### config.mk
export PLATFORM = sky130hd
export DESIGN_NAME = ucn_user_clock_helper
export DESIGN_NICKNAME = d
export VERILOG_FILES = /design/src/ucn_pkg.sv /design/src/ucn_user_clock_helper.sv
export SDC_FILE = /design/constraint.sdc
export NUM_CORES = 1
export LEC_CHECK = 0
export CORE_ASPECT_RATIO = 1.75
export CORE_MARGIN = 4
export CORE_UTILIZATION = 62
export DETAILED_ROUTE_END_ITERATION = 10
export DONT_BUFFER_PORTS = 1
export HOLD_SLACK_MARGIN = 0.06
export PLACE_DENSITY_LB_ADDON = 0.2
export RECOVER_POWER = 100
export SLEW_MARGIN = 20
export SYNTH_ARGS = -nofsm -noshare
export SYNTH_HDL_FRONTEND = slang
export SYNTH_SLANG_ARGS = --single-unit
### constraint.sdc
create_clock -name sys_clk -period 1.5 [get_ports sys_clk]
set_input_delay 0.225 -clock sys_clk [delete_from_list [all_inputs] [get_ports sys_clk]]
set_output_delay 0.225 -clock sys_clk [all_outputs]
set_load 0.01 [all_outputs]
### src/ucn_pkg.sv
package ucn_pkg;

    // apb register map, byte addresses
    localparam int unsigned ADDR_W = 12;
    localparam logic [ADDR_W-1:0] CTRL_OFS = 12'h000;
    localparam logic [ADDR_W-1:0] STAT_OFS = 12'h004;

    // direction indices
    localparam int unsigned DIR_TX = 0;
    localparam int unsigned DIR_RX = 1;
    localparam int unsigned NUM_DIR = 2;

    // control register fields
    localparam int unsigned CTRL_TX_RST_BIT = 0;
    localparam int unsigned CTRL_RX_RST_BIT = 1;
    localparam int unsigned CTRL_TX_DIV_LSB = 4;
    localparam int unsigned CTRL_TX_RATIO_BIT = 7;
    localparam int unsigned CTRL_RX_DIV_LSB = 8;
    localparam int unsigned CTRL_RX_RATIO_BIT = 11;
    localparam int unsigned DIV_W = 3;
    localparam logic [31:0] CTRL_MASK = 32'h0000_0ff3;
    localparam logic [31:0] CTRL_RST_VAL = 32'h0000_0000;

    // status register fields
    localparam int unsigned STAT_TX_ACT_BIT = 0;
    localparam int unsigned STAT_RX_ACT_BIT = 1;
    localparam int unsigned STAT_TX_RST_BIT = 2;
    localparam int unsigned STAT_RX_RST_BIT = 3;

    // zero values for divider counter, active sync and data words
    localparam logic [DIV_W-1:0] CNT_ZERO = 3'h0;
    localparam logic [1:0] SYNC_ZERO = 2'h0;
    localparam logic [31:0] DATA_ZERO = 32'h0000_0000;

    // apb request as one bundle
    typedef struct packed {
        logic psel;
        logic penable;
        logic pwrite;
        logic [ADDR_W-1:0] paddr;
        logic [31:0] pwdata;
    } ucn_apb_req_t;

    // per-direction clocking state
    typedef struct packed {
        logic [DIV_W-1:0] cnt;
        logic pri;
        logic sec;
        logic [1:0] sync;
    } ucn_dir_t;

    // whole state of the helper
    typedef struct packed {
        ucn_dir_t [NUM_DIR-1:0] dir;
        logic [31:0] ctrl;
        logic [31:0] rdata;
    } ucn_state_t;

endpackage

### src/ucn_user_clock_helper.sv
// Local design decisions: the register offsets and the APB register port.
`timescale 1ns/1ps
`default_nettype none

// Function
// - one source clock derives every user clock
// - tx primary clock: buffered, divided from source
// - tx secondary clock: extra division when ratio set
// - rx primary clock: buffered, divided from source
// - rx secondary clock: extra division when ratio set
// - active high only while resources out of reset
// - core active input fed from helper active
// - source clock presented as an output
// - tx reset sequence waits for tx active
// - rx reset sequence waits for rx active
module ucn_user_clock_helper
    import ucn_pkg::*;
(
    input wire logic sys_clk,
    input wire logic rst_n,
    input wire logic tx_helper_reset,
    input wire logic rx_helper_reset,
    input wire ucn_apb_req_t apb_req,
    output logic [31:0] prdata,
    output logic pready,
    output logic pslverr,
    output logic tx_source_clock,
    output logic tx_primary_user_clock,
    output logic tx_secondary_user_clock,
    output logic tx_active,
    output logic rx_source_clock,
    output logic rx_primary_user_clock,
    output logic rx_secondary_user_clock,
    output logic rx_active
);

    ucn_state_t state_r;
    ucn_state_t state_nxt;
    logic [NUM_DIR-1:0] rst_dir;
    logic [NUM_DIR-1:0] sec_rise;
    logic [DIV_W-1:0] div_sel [NUM_DIR];
    logic [NUM_DIR-1:0] ratio_sel;

    // address decode shared by error answer and its assertion
    function automatic logic addr_mapped(input logic [ADDR_W-1:0] a);
        return (a == CTRL_OFS) || (a == STAT_OFS);
    endfunction

    // read data for an address
    function automatic logic [31:0] read_word(input logic [ADDR_W-1:0] a,
                                              input ucn_state_t s,
                                              input logic [NUM_DIR-1:0] r);
        logic [31:0] w;
        w = DATA_ZERO;
        if (a == CTRL_OFS)
        begin
            w = s.ctrl;
        end
        else if (a == STAT_OFS)
        begin
            w[STAT_TX_ACT_BIT] = s.dir[DIR_TX].sync[1];
            w[STAT_RX_ACT_BIT] = s.dir[DIR_RX].sync[1];
            w[STAT_TX_RST_BIT] = r[DIR_TX];
            w[STAT_RX_RST_BIT] = r[DIR_RX];
        end
        return w;
    endfunction

    // effective helper reset and config per direction
    always_comb
    begin
        rst_dir[DIR_TX] = tx_helper_reset | state_r.ctrl[CTRL_TX_RST_BIT];
        rst_dir[DIR_RX] = rx_helper_reset | state_r.ctrl[CTRL_RX_RST_BIT];
        div_sel[DIR_TX] = state_r.ctrl[CTRL_TX_DIV_LSB +: DIV_W];
        div_sel[DIR_RX] = state_r.ctrl[CTRL_RX_DIV_LSB +: DIV_W];
        ratio_sel[DIR_TX] = state_r.ctrl[CTRL_TX_RATIO_BIT];
        ratio_sel[DIR_RX] = state_r.ctrl[CTRL_RX_RATIO_BIT];
    end

    // next state: dividers, active sync, apb registers
    always_comb
    begin
        state_nxt = state_r;
        sec_rise = '0;
        for (int d = 0; d < NUM_DIR; d++)
        begin
            if (rst_dir[d])
            begin
                // buffers cleared, active dropped at once
                state_nxt.dir[d].cnt = CNT_ZERO;
                state_nxt.dir[d].pri = 1'b0;
                state_nxt.dir[d].sec = 1'b0;
                state_nxt.dir[d].sync = SYNC_ZERO;
            end
            else
            begin
                // primary: half period of div+1 source cycles
                if (state_r.dir[d].cnt == div_sel[d])
                begin
                    state_nxt.dir[d].cnt = CNT_ZERO;
                    state_nxt.dir[d].pri = ~state_r.dir[d].pri;
                    // secondary follows primary or halves it
                    if (!ratio_sel[d])
                    begin
                        state_nxt.dir[d].sec = ~state_r.dir[d].pri;
                    end
                    else if (!state_r.dir[d].pri)
                    begin
                        state_nxt.dir[d].sec = ~state_r.dir[d].sec;
                    end
                end
                else
                begin
                    state_nxt.dir[d].cnt = state_r.dir[d].cnt + 3'h1;
                end
                sec_rise[d] = state_nxt.dir[d].sec & ~state_r.dir[d].sec;
                // release walks two stages on secondary rising edges
                if (sec_rise[d])
                begin
                    state_nxt.dir[d].sync = {state_r.dir[d].sync[0], 1'b1};
                end
            end
        end
        // apb write in access phase
        if (apb_req.psel && apb_req.penable && apb_req.pwrite && apb_req.paddr == CTRL_OFS)
        begin
            state_nxt.ctrl = apb_req.pwdata & CTRL_MASK;
        end
        // read data captured in setup phase
        if (apb_req.psel && !apb_req.penable)
        begin
            state_nxt.rdata = read_word(apb_req.paddr, state_r, rst_dir);
        end
    end

    // state register, synchronous reset
    always_ff @(posedge sys_clk)
    begin
        if (!rst_n)
        begin
            state_r <= '{dir: '0, ctrl: CTRL_RST_VAL, rdata: DATA_ZERO};
        end
        else
        begin
            state_r <= state_nxt;
        end
    end

    // apb answer: one wait-free access phase
    assign pready = apb_req.psel & apb_req.penable;
    assign pslverr = apb_req.psel & apb_req.penable & ~addr_mapped(apb_req.paddr);
    assign prdata = state_r.rdata;

    // source clock presented out, user clocks from flops
    assign tx_source_clock = sys_clk;
    assign rx_source_clock = sys_clk;
    assign tx_primary_user_clock = state_r.dir[DIR_TX].pri;
    assign tx_secondary_user_clock = state_r.dir[DIR_TX].sec;
    assign rx_primary_user_clock = state_r.dir[DIR_RX].pri;
    assign rx_secondary_user_clock = state_r.dir[DIR_RX].sec;
    // active feeds the reset controller's active input
    assign tx_active = state_r.dir[DIR_TX].sync[1];
    assign rx_active = state_r.dir[DIR_RX].sync[1];

    // per-direction clocking checks
    for (genvar g = 0; g < NUM_DIR; g++)
    begin : g_chk

    end
endmodule

`default_nettype wire

==> flow_metrics.tcl <==
set metrics [dict create \
    run_status "finished, final reports clean" \
    synthMostInstantiatedCell "dfxtp_1" \
    fin_skew_ns 0.005527 \
    rows 26 \
    critPathRequiredTime_ns 1.72 \
    criticalPathCategory "flip-flop to flip-flop" \
    combPwrFrac_pct 4.3 \
    clock_sink_count 36 \
    synth-edff-count 0 \
    grt.overflow.total 0 \
    ff_latch_area_um2 720.7 \
    switching_share_pct 18.65 \
    routed-via-count 1236 \
    wire_per_inst_um 15.74 \
    worst_path_max_delay_cell "nor4b_2" \
    holdBufCountCts 0 \
    hold_violations 0 \
    cts_buffers 5 \
    cts_repair_resize_count 0 \
    drive_gt1_share_pct 6.806 \
    p_per_area_mw_per_mm2 1213 \
    viasPerCell 5.644 \
    clkLatencyLatePin_ns 0.28 \
    syn_inst 200 \
    cp-start-kind "flip-flop" \
    ctsLongestPathBuffers 2 \
    cp-end-kind "flip-flop" \
    fillerInstances 267 \
    chip_height_um 80.79 \
    period_needed_ns 1.341 \
    initial_antenna_violation_count 0 \
    detail_route.iter0.violations 12 \
    synthDistinctLibCells 32 \
    drc_errors 0 \
    vdd.ir_drop.worst_v 0.0009141 \
    list_of_most_frequent_post_synthesis_cells "dfxtp_1, buf_4, nand2_1, mux2i_1, o2bb2ai_1" \
    global_route_usage_sum_pct 19.01 \
    report.final.slew_viol_count 0 \
    antenna_fix_cells 0 \
    worst_path_max_fanout 4 \
    power.net_switching_mw 0.4207 \
    syn_avg_cell_area_um2 9.384 \
    portBuffers 0 \
    leakage_nw 0.7416 \
    grt_first_pass_wirelength_mm 5.830 \
    synth_flop_cell "dfxtp_1" \
    yosysTopAreaCellShare_pct 38.40 \
    finalNetCount 243 \
    finalSetupViolCount 0 \
    max_stage_delay_ns 0.47 \
    fmaxAchievable_mhz 745.9 \
    dominant_combinational_cell_family_by_area_after_synthesis "simple AND/OR/NAND/NOR gates" \
    numPlacedInstances 211 \
    initial_core_util_pct 64.10 \
    post_synth_and_or_nand_nor_area_fraction_pct 18.07 \
    maxCapViolCount 0 \
    postSynth.asyncResetShare_pct 0 \
    worst-endpoint-arrival_ns 1.56 \
    yosys_warn_count 0 \
    grt_max_degree 28 \
    grt_pass1_vias 1310 \
    final.period_utilization_pct 89.38 \
    cts_htree_levels 2 \
    gp_congestion 0.7463 \
    synth.top_cells.by_area "dfxtp_1, buf_4, mux2i_1, o2bb2ai_1, nand2_1" \
    synth_fa_ha_area_share_pct 1.333 \
    postSynthRegisterBits 36 \
    num_io_pins 93 \
    yosys-mux-area-fraction_pct 7.467 \
    die-area_mm2 0.004006 \
    clock_tree_from_tritoncts "yes" \
    fin_setup_tns_ns 0 \
    worstMarginPinSlew_ns 0.5138 \
    post-synth-top-area-cell "dfxtp_1" \
    synth-seq-area-share_pct 38.40 \
    grt_setup_unrepaired "no" \
    totalWireLength_mm 3.447 \
    synth-xor-area-share_pct 5.600 \
    cp_cell_sequence "xor2_1, nor4b_2, mux2i_1" \
    clock_power_share_pct 52.2 \
    cts_root_buf "clkbuf_8" \
    synthesis.area_mm2 0.001877 \
    finish.cell_count_without_fillers 219 \
    drt_first_pass_iters 4 \
    core_area_mm2 0.002928 \
    clk_pin_slew_worst_paths_ns 0.07 \
    place.detailed.hpwl_mm 2.684 \
    floorplan.die.width_um 49.59 \
    cts_post_setup_buffers_inserted 0 \
    slew_headroom_pct 65.43 \
    internal_power_summed_over_all_cells_mw 1.834 \
    synth_compound_gate_area_share_pct 11.67 \
    multi_input_combinational_cell_area_um2 888.4 \
    seq_power_share_pct 43.5 \
    areaGrowthSynthToFinish_pct -0.9335 \
    detail-route-antenna-nets 0 \
    worst_hold_path_type "input pin to flip-flop" \
]
==> power by group through the flow <==
stage	Sequential [mW]	Combinational, mW	Clock (mW)
after CTS	0.982	0.0960	1.20
after global routing	0.984	0.109	1.24
final	0.981	0.0961	1.18
after global placement	1.00	0.0927	0
after detailed placement	1.00	0.0956	0
after floorplan	1.00	0.131	0.110
==> final cells by class <==
| type | instances | share of cell area, % |
|---|---|---|
| inverter | 10 | 2.019 |
| multi-input combinational | 134 | 47.78 |
| sequential | 36 | 38.76 |
| tap | 28 | 1.884 |
| timing repair buffer | 3 | 1.009 |
| clock inverter | 3 | 4.845 |
| clock buffer | 5 | 3.701 |
==> logic make-up (layout without fill, tap and decap cells) <==
logic type	after synthesis	count (layout)
AO/OA/AOI/OAI	28	28
XOR/XNOR	12	12
adder cells (fa/ha/maj)	2	2
buffers and inverters	49	21
flip-flops	36	36
multiplexers	14	14
other	1	20
AND/OR/NAND/NOR	58	58
==> routing by layer <==
metal	global-route usage, %	part of all wire (%)	vias to the layer above	wire (um)
met4	10.53	1.8	0	63
met5	0	0	-	0
met3	6.606	5.5	6	189
li1	-	-	612	-
met1	18.82	38	581	1300
met2	34.08	55	37	1893
==> stage by stage <==
step | area, um^2 | util, % | setup WS [ns] | power [mW] | hold slack (ns)
2_1_floorplan | 1948 | - | 0.2847 | 1.242 | 0.3168
3_3_place_gp | 1719 | 58.72 | 0.2019 | 1.096 | 0.2250
3_5_place_dp | 1719 | 58.72 | 0.1467 | 1.100 | 0.2250
4_1_cts | 1878 | 64.15 | 0.1274 | 2.275 | 0.07093
5_1_grt | 1859 | 63.50 | 0.01552 | 2.331 | 0.07815
6_report | 1859 | 63.50 | 0.1593 | 2.255 | 0.07567
==> critical path, delay by kind of cell (launching register included) <==
family / cells / cell delay, ns
xor+xnor: 1 / 0.22
flops: 1 / 0.36
mux: 1 / 0.23
simple gates: 1 / 0.47
==> final timing paths <==
kind | end | slack [ns] | depth (start not counted) | start
worst max-delay path | rx_active$_SDFFE_PP0P_ | 0.16 | 3 | div_sel[1]$_SDFFE_PN0P_
worst min register to register | state_r[64]$_SDFFE_PP0P_ | 0.47 | 1 | state_r[64]$_SDFFE_PP0P_
worst min-delay path | ratio_sel[0]$_SDFFE_PN0P_ | 0.08 | 2 | apb_req[7]
worst max register to register | rx_active$_SDFFE_PP0P_ | 0.16 | 3 | div_sel[1]$_SDFFE_PN0P_
==> cells in the final DEF, fill, tap and decap left out, drive strengths merged, types with 3 or more instances in the layout <==
| cell | count |
|---|---|
| a21boi | 3 |
| bufinv | 3 |
| clkbuf | 6 |
| conb | 20 |
| dfxtp | 36 |
| inv | 10 |
| mux2i | 14 |
| nand2 | 27 |
| nor2 | 6 |
| nor3 | 7 |
| nor3b | 4 |
| o2bb2ai | 12 |
| o31a | 4 |
| xnor2 | 6 |
| xor2 | 6 |
==> flip-flops by register name (all words and copies together), names as in the netlist <==
name and cells:
div_sel 6, prdata 12, ratio_sel 2, rx_active 1
rx_primary_user_clock 1, rx_secondary_user_clock 1, state_r 10, tx_active 1
tx_primary_user_clock 1, tx_secondary_user_clock 1
No activity file was read; power rests on OpenSTA's default activity.
